<file path="src/include/tlbd_pkg.sv">
// Package for the TLB entry readout decoder: register map, field
// positions, reserved-bit masks and encodings.
// Assumes a 32-bit AXI4-Lite register bus; each register one word.
package tlbd_pkg;

   // ----------------------------------------------------------------
   // Register byte offsets
   // ----------------------------------------------------------------
   localparam logic [7:0] TLBD_REG_SELECT = 8'h00;
   localparam logic [7:0] TLBD_REG_W0_LO  = 8'h04;
   localparam logic [7:0] TLBD_REG_W0_HI  = 8'h08;
   localparam logic [7:0] TLBD_REG_W1_LO  = 8'h0C;
   localparam logic [7:0] TLBD_REG_W1_HI  = 8'h10;
   localparam logic [7:0] TLBD_REG_W2_LO  = 8'h14;
   localparam logic [7:0] TLBD_REG_W2_HI  = 8'h18;
   localparam logic [7:0] TLBD_REG_STATUS = 8'h1C;
   localparam logic [7:0] TLBD_REG_VA_LO  = 8'h20;
   localparam logic [7:0] TLBD_REG_VA_HI  = 8'h24;

   // ----------------------------------------------------------------
   // Select register fields
   // ----------------------------------------------------------------
   localparam int TLBD_SEL_INDEX_LSB = 0;
   localparam int TLBD_SEL_WAY_LSB   = 8;
   localparam int TLBD_SEL_PAGE_LSB  = 12;
   localparam int TLBD_SEL_CAPTURE   = 16;

   // ----------------------------------------------------------------
   // Readout word fields
   // ----------------------------------------------------------------
   localparam int TLBD_W0_COALESCED = 6;
   localparam int TLBD_W0_VALID_LSB = 2;
   localparam int TLBD_W0_SIZE_LSB  = 17;
   localparam int TLBD_W0_ATTR_LSB  = 58;
   localparam int TLBD_W0_PASL_LSB  = 20;
   localparam int TLBD_W1_WALK      = 43;
   localparam int TLBD_W1_VA_TOP    = 42;

   localparam logic [3:0] TLBD_VALID_SINGLE = 4'h1;
   localparam logic [2:0] TLBD_ATTR_WB_RWA  = 3'h7;

   typedef enum logic [2:0] {
      TLBD_COAL_NONE = 3'b000,
      TLBD_COAL_4K   = 3'b001,
      TLBD_COAL_16K  = 3'b010,
      TLBD_COAL_64K  = 3'b011
   } tlbd_coal_e;

   // Reserved positions forced to zero
   localparam logic [63:0] TLBD_W0_MASK = 64'hDC3F_FFFF_FFFE_007C;
   localparam logic [63:0] TLBD_W1_MASK = 64'hFFFF_FFFF_FFFF_D001;
   localparam logic [63:0] TLBD_W2_MASK = 64'h0000_0000_0000_FFFF;

   // ----------------------------------------------------------------
   // Status register fields
   // ----------------------------------------------------------------
   localparam int TLBD_ST_COAL  = 0;
   localparam int TLBD_ST_VALID = 1;
   localparam int TLBD_ST_SIZE  = 5;
   localparam int TLBD_ST_WALK  = 8;
   localparam int TLBD_ST_EVAL  = 9;
   localparam int TLBD_ST_WBRWA = 10;
   localparam int TLBD_ST_PASL  = 11;
   localparam int TLBD_ST_VAOK  = 13;

   localparam logic [1:0] TLBD_RESP_OKAY   = 2'b00;
   localparam logic [1:0] TLBD_RESP_SLVERR = 2'b10;

endpackage

</file>
<file path="src/include/tlbd_dec_if.sv">
// Interface between the register block and the entry decoder.
// Assumes the decoder is purely combinational.
`timescale 1ns/1ns
interface tlbd_dec_if;
   logic [63:0] word0;
   logic [63:0] word1;
   logic [7:0]  index;
   logic [1:0]  page;
   logic        coalesced;
   logic [3:0]  valid_bits;
   logic [2:0]  size;
   logic        walk;
   logic        entry_valid;
   logic        wb_rwa;
   logic [1:0]  pa_slice;
   logic        va_ok;
   logic [36:0] va;

   modport owner (output word0, word1, index, page,
                  input coalesced, valid_bits, size, walk, entry_valid,
                  wb_rwa, pa_slice, va_ok, va);
   modport dec   (input word0, word1, index, page,
                  output coalesced, valid_bits, size, walk, entry_valid,
                  wb_rwa, pa_slice, va_ok, va);
endinterface // tlbd_dec_if

</file>
<file path="src/logic/tlbd_decode.sv">
// Combinational field decoder for one captured TLB entry.
// Assumes the words arrive already cleared at reserved positions.
`timescale 1ns/1ns
module tlbd_decode (
   tlbd_dec_if.dec d
);
   import tlbd_pkg::*;

   logic [2:0] sz;
   logic       coal;

   always_comb begin
      coal          = d.word0[TLBD_W0_COALESCED];
      sz            = d.word0[TLBD_W0_SIZE_LSB +: 3];
      d.coalesced   = coal;
      d.size        = sz;
      d.valid_bits  = d.word0[TLBD_W0_VALID_LSB +: 4];
      d.walk        = d.word1[TLBD_W1_WALK];
      d.wb_rwa      = d.word0[TLBD_W0_ATTR_LSB +: 3]
                      == TLBD_ATTR_WB_RWA;
      // Slice of the selected page, PA bits just above the page size
      d.pa_slice    = d.word0[TLBD_W0_PASL_LSB + 2 * d.page +: 2];
      if (coal)
         d.entry_valid = d.valid_bits[d.page];
      else
         d.entry_valid = d.valid_bits == TLBD_VALID_SINGLE;
      d.va_ok = 1'b1;
      if (!coal) begin
         d.va = {d.word1[TLBD_W1_VA_TOP:14], d.index};
      end else begin
         unique case (sz)
            TLBD_COAL_4K:
               d.va = {d.word1[TLBD_W1_VA_TOP:16], d.index, d.page};
            TLBD_COAL_16K:
               d.va = {d.word1[TLBD_W1_VA_TOP:18], d.index, d.page,
                       2'h0};
            TLBD_COAL_64K:
               d.va = {d.word1[TLBD_W1_VA_TOP:20], d.index, d.page,
                       4'h0};
            default: begin
               d.va    = '0;
               d.va_ok = 1'b0;
            end
         endcase
      end
      // Walk-cache entries carry a different layout: no VA or entry-valid decode
      if (d.walk) begin
         d.va          = '0;
         d.va_ok       = 1'b0;
         d.entry_valid = 1'b0;
      end
   end
endmodule // tlbd_decode

</file>
<file path="src/logic/tlbd_top.sv">
// TLB entry readout block: AXI4-Lite slave, entry select, capture of
// the three readout words and decoded entry status.
// Assumes the TLB RAM presents the selected entry on entry_word* in the
// same cycle that entry_sel_* change, on the same clock.
`timescale 1ns/1ns

module tlbd_top (
   input  wire logic        aclk,
   input  wire logic        aresetn,
   input  wire logic [7:0]  s_axi_awaddr,
   input  wire logic        s_axi_awvalid,
   output logic             s_axi_awready,
   input  wire logic [31:0] s_axi_wdata,
   input  wire logic [3:0]  s_axi_wstrb,
   input  wire logic        s_axi_wvalid,
   output logic             s_axi_wready,
   output logic [1:0]       s_axi_bresp,
   output logic             s_axi_bvalid,
   input  wire logic        s_axi_bready,
   input  wire logic [7:0]  s_axi_araddr,
   input  wire logic        s_axi_arvalid,
   output logic             s_axi_arready,
   output logic [31:0]      s_axi_rdata,
   output logic [1:0]       s_axi_rresp,
   output logic             s_axi_rvalid,
   input  wire logic        s_axi_rready,
   output logic [2:0]       entry_sel_way,
   output logic [7:0]       entry_sel_index,
   output logic             entry_capture,
   input  wire logic [63:0] entry_word0,
   input  wire logic [63:0] entry_word1,
   input  wire logic [63:0] entry_word2
);
   import tlbd_pkg::*;

   // ----------------------------------------------------------------
   // State
   // ----------------------------------------------------------------
   logic        aw_have_q, aw_have_d;
   logic        w_have_q,  w_have_d;
   logic [7:0]  awaddr_q,  awaddr_d;
   logic [31:0] wdata_q,   wdata_d;
   logic [3:0]  wstrb_q,   wstrb_d;
   logic        bvalid_q,  bvalid_d;
   logic [1:0]  bresp_q,   bresp_d;
   logic        rvalid_q,  rvalid_d;
   logic [1:0]  rresp_q,   rresp_d;
   logic [31:0] rdata_q,   rdata_d;
   logic [7:0]  index_q,   index_d;
   logic [2:0]  way_q,     way_d;
   logic [1:0]  page_q,    page_d;
   logic        cap_q,     cap_d;
   logic [63:0] w0_q, w0_d;
   logic [63:0] w1_q, w1_d;
   logic [63:0] w2_q, w2_d;
   logic [31:0] status_q, status_d;
   logic [36:0] va_q, va_d;
   logic        awready_q, awready_d;
   logic        wready_q,  wready_d;
   logic        arready_q, arready_d;
   logic        do_write;

   tlbd_dec_if dif ();

   assign dif.word0 = w0_q;
   assign dif.word1 = w1_q;
   assign dif.index = index_q;
   assign dif.page  = page_q;

   tlbd_decode u_decode (
      .d (dif.dec)
   );

   function automatic logic [31:0] merge(input logic [31:0] old,
                                         input logic [31:0] nw,
                                         input logic [3:0]  be);
      logic [31:0] r;
      r = old;
      for (int i = 0; i < 4; i++) begin
         if (be[i])
            r[8*i +: 8] = nw[8*i +: 8];
      end
      return r;
   endfunction

   // Select register image; the capture bit always reads back as zero
   function automatic logic [31:0] sel_pack(input logic [1:0] pg,
                                            input logic [2:0] wy,
                                            input logic [7:0] ix);
      return {18'h0, pg, 1'b0, wy, ix};
   endfunction

   // ----------------------------------------------------------------
   // Next-state logic
   // ----------------------------------------------------------------
   always_comb begin
      logic [31:0] sel;
      sel       = '0;
      aw_have_d = aw_have_q;
      w_have_d  = w_have_q;
      awaddr_d  = awaddr_q;
      wdata_d   = wdata_q;
      wstrb_d   = wstrb_q;
      bvalid_d  = bvalid_q;
      bresp_d   = bresp_q;
      rvalid_d  = rvalid_q;
      rresp_d   = rresp_q;
      rdata_d   = rdata_q;
      index_d   = index_q;
      way_d     = way_q;
      page_d    = page_q;
      cap_d     = 1'b0;
      w0_d      = w0_q;
      w1_d      = w1_q;
      w2_d      = w2_q;

      // Address and data are taken independently, in either order
      if (s_axi_awvalid && !aw_have_q) begin
         aw_have_d = 1'b1;
         awaddr_d  = s_axi_awaddr;
      end
      if (s_axi_wvalid && !w_have_q) begin
         w_have_d = 1'b1;
         wdata_d  = s_axi_wdata;
         wstrb_d  = s_axi_wstrb;
      end

      do_write = aw_have_q && w_have_q && !bvalid_q;
      if (do_write) begin
         aw_have_d = 1'b0;
         w_have_d  = 1'b0;
         bvalid_d  = 1'b1;
         bresp_d   = TLBD_RESP_OKAY;
         unique case ({awaddr_q[7:2], 2'b00})
            TLBD_REG_SELECT: begin
               sel     = merge(sel_pack(page_q, way_q, index_q),
                               wdata_q, wstrb_q);
               index_d = sel[TLBD_SEL_INDEX_LSB +: 8];
               way_d   = sel[TLBD_SEL_WAY_LSB +: 3];
               page_d  = sel[TLBD_SEL_PAGE_LSB +: 2];
               cap_d   = sel[TLBD_SEL_CAPTURE] && wstrb_q[2];
            end
            TLBD_REG_W0_LO, TLBD_REG_W0_HI, TLBD_REG_W1_LO,
            TLBD_REG_W1_HI, TLBD_REG_W2_LO, TLBD_REG_W2_HI,
            TLBD_REG_STATUS, TLBD_REG_VA_LO, TLBD_REG_VA_HI:
               bresp_d = TLBD_RESP_OKAY;
            default:
               bresp_d = TLBD_RESP_SLVERR;
         endcase
      end else if (bvalid_q && s_axi_bready) begin
         bvalid_d = 1'b0;
      end

      // Entry words are latched in the capture strobe cycle, on the edge that ends it
      if (cap_q) begin
         w0_d = entry_word0 & TLBD_W0_MASK;
         w1_d = entry_word1 & TLBD_W1_MASK;
         w2_d = entry_word2 & TLBD_W2_MASK;
      end

      if (rvalid_q) begin
         if (s_axi_rready)
            rvalid_d = 1'b0;
      end else if (s_axi_arvalid) begin
         rvalid_d = 1'b1;
         rresp_d  = TLBD_RESP_OKAY;
         unique case ({s_axi_araddr[7:2], 2'b00})
            TLBD_REG_SELECT:
               rdata_d = sel_pack(page_q, way_q, index_q);
            TLBD_REG_W0_LO:  rdata_d = w0_q[31:0];
            TLBD_REG_W0_HI:  rdata_d = w0_q[63:32];
            TLBD_REG_W1_LO:  rdata_d = w1_q[31:0];
            TLBD_REG_W1_HI:  rdata_d = w1_q[63:32];
            TLBD_REG_W2_LO:  rdata_d = w2_q[31:0];
            TLBD_REG_W2_HI:  rdata_d = w2_q[63:32];
            TLBD_REG_STATUS: rdata_d = status_q;
            TLBD_REG_VA_LO:  rdata_d = {va_q[19:0], 12'h000};
            TLBD_REG_VA_HI:  rdata_d = {15'h0, va_q[36:20]};
            default: begin
               rdata_d = '0;
               rresp_d = TLBD_RESP_SLVERR;
            end
         endcase
      end

      // Readies are registered copies of the next holding state
      awready_d = !aw_have_d;
      wready_d  = !w_have_d;
      arready_d = !rvalid_d;

      // Decode is registered so reads see a stable snapshot
      status_d = '0;
      status_d[TLBD_ST_COAL]       = dif.coalesced;
      status_d[TLBD_ST_VALID +: 4] = dif.valid_bits;
      status_d[TLBD_ST_SIZE +: 3]  = dif.size;
      status_d[TLBD_ST_WALK]       = dif.walk;
      status_d[TLBD_ST_EVAL]       = dif.entry_valid;
      status_d[TLBD_ST_WBRWA]      = dif.wb_rwa;
      status_d[TLBD_ST_PASL +: 2]  = dif.pa_slice;
      status_d[TLBD_ST_VAOK]       = dif.va_ok;
      va_d = dif.va;
   end

   // ----------------------------------------------------------------
   // Registers
   // ----------------------------------------------------------------
   always_ff @(posedge aclk) begin
      if (!aresetn) begin
         aw_have_q <= 1'b0;
         w_have_q  <= 1'b0;
         awaddr_q  <= '0;
         wdata_q   <= '0;
         wstrb_q   <= '0;
         bvalid_q  <= 1'b0;
         bresp_q   <= TLBD_RESP_OKAY;
         rvalid_q  <= 1'b0;
         rresp_q   <= TLBD_RESP_OKAY;
         rdata_q   <= '0;
         index_q   <= '0;
         way_q     <= '0;
         page_q    <= '0;
         cap_q     <= 1'b0;
         w0_q      <= '0;
         w1_q      <= '0;
         w2_q      <= '0;
         status_q  <= '0;
         va_q      <= '0;
         awready_q <= 1'b1;
         wready_q  <= 1'b1;
         arready_q <= 1'b1;
      end else begin
         aw_have_q <= aw_have_d;
         w_have_q  <= w_have_d;
         awaddr_q  <= awaddr_d;
         wdata_q   <= wdata_d;
         wstrb_q   <= wstrb_d;
         bvalid_q  <= bvalid_d;
         bresp_q   <= bresp_d;
         rvalid_q  <= rvalid_d;
         rresp_q   <= rresp_d;
         rdata_q   <= rdata_d;
         index_q   <= index_d;
         way_q     <= way_d;
         page_q    <= page_d;
         cap_q     <= cap_d;
         w0_q      <= w0_d;
         w1_q      <= w1_d;
         w2_q      <= w2_d;
         status_q  <= status_d;
         va_q      <= va_d;
         awready_q <= awready_d;
         wready_q  <= wready_d;
         arready_q <= arready_d;
      end
   end

   // Readies stand low while a captured address or data word waits
   // for its partner, or while a read answer is still pending.
   assign s_axi_awready   = awready_q;
   assign s_axi_wready    = wready_q;
   assign s_axi_arready   = arready_q;
   assign s_axi_bvalid    = bvalid_q;
   assign s_axi_bresp     = bresp_q;
   assign s_axi_rvalid    = rvalid_q;
   assign s_axi_rresp     = rresp_q;
   assign s_axi_rdata     = rdata_q;
   assign entry_sel_way   = way_q;
   assign entry_sel_index = index_q;
   assign entry_capture   = cap_q;

endmodule // tlbd_top

</file>
<file path="config.mk">
export PLATFORM = sky130hd
export DESIGN_NAME = tlbd_top
export DESIGN_NICKNAME = d
export VERILOG_FILES = /design/src/include/tlbd_pkg.sv /design/src/include/tlbd_dec_if.sv /design/src/logic/tlbd_decode.sv /design/src/logic/tlbd_top.sv
export SDC_FILE = /design/constraint.sdc
export NUM_CORES = 1
export LEC_CHECK = 0
export ABC_CLOCK_PERIOD_IN_PS = 1800
export BUFFER_PORTS_ARGS = -buffer_cell sky130_fd_sc_hd__buf_2
export CAP_MARGIN = 30
export CORE_ASPECT_RATIO = 0.8
export CORE_MARGIN = 1
export CORE_UTILIZATION = 46
export CTS_CLUSTER_DIAMETER = 60
export CTS_CLUSTER_SIZE = 10
export DETAILED_ROUTE_END_ITERATION = 8
export PLACE_DENSITY = 0.87
export SLEW_MARGIN = 20
export SYNTH_ARGS = -nofsm -noshare
export SYNTH_HDL_FRONTEND = slang
export SYNTH_SLANG_ARGS = --single-unit
</file>
<file path="constraint.sdc">
create_clock -name aclk -period 1.8 [get_ports aclk]
set_clock_uncertainty 0.15 [all_clocks]
set_input_delay 0.27 -clock aclk [delete_from_list [all_inputs] [get_ports aclk]]
set_output_delay 0.27 -clock aclk [all_outputs]
set_load 0.005 [all_outputs]
</file>
==> metrics.txt, run 1 <==
status=finished, violations left; failing checks=negative setup slack; Worst path max stage delay=0.58 ns; top cells by area, synth=dfxtp_1, mux2i_1, nor2_1; Finish-stage setup viols=5; Clock Tree Buf Depth=3; Synth Cell Area=0.0100 mm²; post-synthesis sequential area ratio=48.8%; Num CTS Buffers=28; Power Density=811 mW/mm²; clock sink count=244; HP Class=input pin to register; Top delay family on crit path=simple AND/OR/NAND/NOR gates; post-route ant nets=0; drt wl/cell=20.7 µm; synthesized area per cell=9.74 µm²; number of cells on the critical path=5; synthesized flop and latch total=244; post-synth cell types=50; Bufs and invs on worst path=1; GRT Total Usage=30.1%; global-route wire length before repair=52.6 mm; H-tree level count=1; 1st-pass router iterations=6; startpoint types=register; CP max FO=8; leakage=5.47 nW; top cell type's share of synthesized area=48.8%; count of pins over their slew limit=0; Clk Latency, worst-skew pair=0.53 ns; Synth area leader=dfxtp_1; share of layout cells above drive strength 1=24.2%; boundary pin count=304; asr flop ratio synth=0%; gr ovfl total=0; largest net degree at the start of global routing=74; minimum clock period=1.82 ns; core box area=0.0210 mm²; routability cong.=0.913; Total Power=11.3 mW; # rows=47; clock-pin slew on the worst setup and hold paths=0.06 ns; Total Routed Length=34.3 mm; VDD IR max=0.000550 V; root buffer cell=clkbuf_16; vias in the first global route=9,647; final count of hold timing violations=0; Setup CP Type=register to register; Hold Path Depth=3; TritonCTS clock tree=yes; YS warnings=0; post-DP HPWL=21.6 mm; flop2flop setup slack=-0.02 ns; RSZ-0062 raised after global routing=yes; post-synthesis mux area share=18.7%; Worst EP arrival=2.07 ns; die area=0.0223 mm²; Post-synth EDFFs=0; Vias/cell=5.73; reg2reg path depth=5; 1st-iter DRT viols=974; Synth Area in Adders=0%; Simple-Gate Fraction of Synth Area=15.5%; Period Utilization, post-route=101%; critical path required time=2.06 ns; CP endpoint kind=register; PortBufs=201; CP max stage cell=or4_4; post-place setup slack=-0.269 ns; routed via count=9,494; fmax=551 MHz; Synth Flop Type=dfxtp_1; Final nets=1,635; initial antenna violation count=1; post-synthesis compound-gate area fraction=12.8%; XOR/XNOR Fraction of Synth Area=0%; post-route setup slack=-0.0153 ns; Chip Height=134 µm; Critical Path, Cell by Cell=or4_4 > nor4_4 > buf_12 > mux2i_1 > nor2_1; DRC=0; max_cap viols=0; Worst Tran Pin Value=0.515 ns; Syn Inst Count=1,027; Max transition margin=65.6%; largest family of logic cells by synthesized area=multiplexers; Initial Util=47.7%; P&R area growth vs syn=39.8%; Die Width=167 µm
-- synth_stat cells, drive strengths merged, types with 19 or more instances --
library cell,number
a21oi,26
dfxtp,244
mux2i,168
clkbuf,62
nor2,151
buf,26
a22oi,21
and2,35
a21boi,29
nand2,65
o21ai,19
nor3,22
-- layout make-up --
| type | instances | area, µm² |
|---|---|---|
| inverter | 11 | 43.8 |
| antenna | 1 | 2.50 |
| multi-input combinational | 685 | 4780 |
| fill | 1493 | 7010 |
| clock inverter | 2 | 10.0 |
| tap | 269 | 337 |
| clock buffer | 30 | 729 |
| sequential | 244 | 4890 |
| timing repair buffer | 414 | 3190 |
-- path summary, 6_finish.rpt --
path                     from                  to
hold reg to reg    wdata_q[6]          wdata_q[6]
setup / recovery  awaddr_q[4]  entry_sel_index[0]
hold / removal        aresetn       s_axi_arready
setup reg to reg  awaddr_q[4]  entry_sel_index[0]
-- per-layer routing --
layer / global-route usage, % / part of all wire (%) / up-vias
met5: 0 / 0 / -
met4: 12.1 / 3.9 / 0
met3: 6.08 / 8.3 / 111
met2: 49.9 / 46 / 559
met1: 38.4 / 41 / 4486
li1: - / - / 4338
-- through the flow --
stage | cell area [µm²] | util, % | std cells | setup TNS (ns) | hold WS, ns
after floorplan | 10000 | - | 1028 | -0.912 | 0.256
after global placement | 11700 | 55.8 | 1478 | -3.93 | 0.293
after detailed placement | 11700 | 55.8 | 1478 | -5.21 | 0.298
after CTS | 13900 | 66.3 | 1654 | -0.0150 | 0.00711
after global routing | 14000 | 66.6 | 1655 | -0.762 | 0.0535
final | 14000 | 66.6 | 1656 | -0.0458 | 0.0428
-- cell usage in the layout (no fill, tap or decap), types with 3 or more instances in the layout --
cell,synthesis,routed
o21ai_0,19,19
mux4_2,3,3
nand3_1,13,13
nor4_4,2,3
dfxtp_1,244,242
inv_1,9,9
a22oi_1,21,21
a311oi_1,10,10
nand2_1,65,65
nor2b_1,8,8
nand2b_1,9,8
a221oi_1,15,13
clkbuf_16,0,30
and3_1,5,5
mux2i_1,168,167
buf_4,5,52
a21boi_0,29,29
and2_1,34,34
a32oi_1,10,10
a22o_1,5,5
nor3_1,19,18
buf_2,13,201
nor2_1,151,150
nor4_1,6,6
buf_12,0,15
o2bb2ai_1,15,15
a222oi_1,14,14
dlygate4sd3_1,0,143
mux2_2,11,11
a21oi_1,26,26
-- power by group --
part	internal, mW	switching, mW
Sequential	5.45	0.0300
Clock	2.82	2.09
Combinational	0.502	0.448
Total	8.77	2.57
-- registers in the layout (all words and copies together), names as in the netlist, 2 cells and up --
| name | flops |
|---|---|
| w2_q | 16 |
| entry_sel_way | 3 |
| dif.word1 | 52 |
| s_axi_rdata | 32 |
| wstrb_q | 3 |
| dif.word0 | 47 |
| entry_sel_index | 8 |
| va_q | 37 |
| dif.page | 2 |
| awaddr_q | 6 |
| wdata_q | 14 |
| status_q | 14 |
-- worst reg2reg max path: stages (launching register included) --
cell	delay, ns
dfxtp_2	0.32
or4_4	0.58
nor4_4	0.21
buf_12	0.18
mux2i_1	0.19
nor2_1	0.06
-- repair_timing --
item / CTS / global route
endpoints found under the hold margin: 145 / 0
cloned: 0 / 1
hold buffers: 143 / 0
pin swaps: 0 / 3
resized for setup: 2 / 9
endpoints found under the setup margin: 15 / 34
setup buffers: 1 / 0
-- cell families (layout without fill, tap and decap cells) --
family	Yosys count	in the layout
flip-flops	244	244
buffers and inverters	99	457
AND/OR/NAND/NOR	329	329
AO/OA/AOI/OAI	172	172
other	1	3
multiplexers	182	182
Power figures use the tool's default switching activity.
==> inputs of run 2 (changes only) <==
ABC_CLOCK_PERIOD_IN_PS = 2100   (was 1800)
CORE_UTILIZATION = 55   (was 46)
PLACE_DENSITY = 0.95   (was 0.87)
clock period = 2.1 ns   (was 1.8 ns; I/O delays follow)
==> run 2 against run 1 <==
  * The flow finishes with violations (design-rule violations)
  * Final cell count shrank 3.9%
  * Combinational power shrank 17%
  * Die area shrank 16%
  * Via count grew 2.7%
  * Flip-flop and latch count is the same
  * Sequential share of layout area grew 1.0 points
  * Wire length grew 4.4%
  * Largest power group unchanged
  * Maximum frequency shrank 13%
  * Clock power shrank 15%
  * Worst hold slack gained 0.011 ns
==> metrics.txt, run 2 (synthesis gave the netlist of run 1 again) <==
vias in the first global route=9,957; CP max FO=10; Worst Tran Pin Value=0.714 ns; DRC=22; minimum clock period=2.08 ns; Final nets=1,615; Finish-stage setup viols=0; P&R area growth vs syn=35.8%; count of pins over their slew limit=0; Worst EP arrival=2.38 ns; TritonCTS clock tree=yes; largest net degree at the start of global routing=101; clock sink count=244; most frequent cells in the layout=dfxtp_1, buf_2, mux2i_1; max_cap viols=0; Initial Util=56.9%; Chip Height=123 µm; die area=0.0187 mm²; Clk Latency, worst-skew pair=0.53 ns; Num CTS Buffers=28; 1st-pass router iterations=9; global-route wire length before repair=54.5 mm; root buffer cell=clkbuf_16; clock-pin slew on the worst setup and hold paths=0.05 ns; post-route insts no fill=1,591; leakage=5.29 nW; max FFs per register=52; drt wl/cell=22.5 µm; Top delay family on crit path=simple AND/OR/NAND/NOR gates; WHS=0.0539 ns; 1st-iter DRT viols=1,277; failing checks=design-rule violations; # rows=43; FILL cells=1,022; fmax=480 MHz; Clock Tree Buf Depth=3; VDD IR max=0.000541 V; Vias/cell=6.13; Bufs and invs on worst path=1; post-DP HPWL=20.5 mm; share of layout cells above drive strength 1=22.6%; Worst path max stage delay=0.54 ns; Total Routed Length=35.8 mm; routability cong.=0.922; critical path required time=2.40 ns; commonest non-fill, non-tap cell in the layout=dfxtp_1; core box area=0.0176 mm²; startpoint types=register; Die Width=153 µm; final count of hold timing violations=0; Cells after DPL=1,416; Layout Utilization=77.3%; CP endpoint kind=register; Period Utilization, post-route=99.3%; CP max stage cell=dfxtp_1; Critical Path, Cell by Cell=buf_4 > nand2_1 > nor3_1 > a222oi_1 > nor2_1; HP Class=input pin to register; Setup CP Type=register to register; post-route ant nets=0; routed via count=9,754; gr ovfl total=0; boundary pin count=304; status=finished, violations left; GRT Total Usage=37.7%; PortBufs=201; H-tree level count=1; initial antenna violation count=1; Power Density=711 mW/mm²; RSZ-0062 raised after global routing=no; Max transition margin=52.3%
[run 2: cell types whose count changed in the layout (fill, tap and decap cells not counted), moves of 2 or more]
cell	change
clkinv_2	-2
a221oi_1	+2
buf_4	-11
buf_12	-7
[run 2: worst paths after layout]
path | startpoint | end | slack, ns | cells after the start
min | s_axi_wvalid | s_axi_wready | 0.05 | 3
max | dif.word0[18] | va_q[2] | 0.02 | 5
min reg2reg | wstrb_q[2] | entry_capture | 0.30 | 2
max reg2reg | dif.word0[18] | va_q[2] | 0.02 | 5
[run 2: area by class of cell]
| type | count | area (µm²) | share of cell area (%) |
|---|---|---|---|
| Timing Repair Buffer | 394 | 2920 | 21.5 |
| Tap cell | 225 | 282 | 2.07 |
| Sequential cell | 244 | 4890 | 36.0 |
| Multi-Input combinational cell | 685 | 4720 | 34.7 |
| Clock buffer | 30 | 729 | 5.37 |
| Inverter | 11 | 43.8 | 0.322 |
| Clock inverter | 1 | 8.76 | 0.0644 |
| Antenna cell | 1 | 2.50 | 0.0184 |
[run 2: where the power goes]
part	internal (mW)	total (mW)	switching (mW)
sequential	4.67	4.70	0.0269
clock	2.41	4.18	1.76
combinational	0.401	0.785	0.384
total	7.49	9.66	2.17
[run 2: worst reg2reg max path, stage by stage, from the launching register on]
cell	delay [ns]
dfxtp_1	0.54
buf_4	0.27
nand2_1	0.13
nor3_1	0.54
a222oi_1	0.27
nor2_1	0.12
[run 2: through the flow]
step	power, mW	setup slack (ns)	TNS [ns]	instance area, µm²
floorplan	5.05	0.197	0	10000
global placement	5.31	0.00600	0	11400
detailed placement	5.33	-0.0920	-0.495	11400
CTS	9.60	0.178	0	13600
global route	9.89	0.00789	0	13600
finish	9.66	0.0157	0	13600
[run 2: repair_timing]
item                                    4_1_cts  5_1_grt
endpoints found under the setup margin        0        1
hold buffers                                143        0
resized for setup                             0        2
setup buffers                                 0        0
hold endpoints to repair                    144        0
[run 2: layer usage]
layer	share of wire, %	global-route usage [%]	vias to the layer above
met5	0	0	-
met4	5.3	18.9	0
met3	12	9.43	168
met2	46	62.9	770
met1	37	45.6	4519
li1	-	-	4297
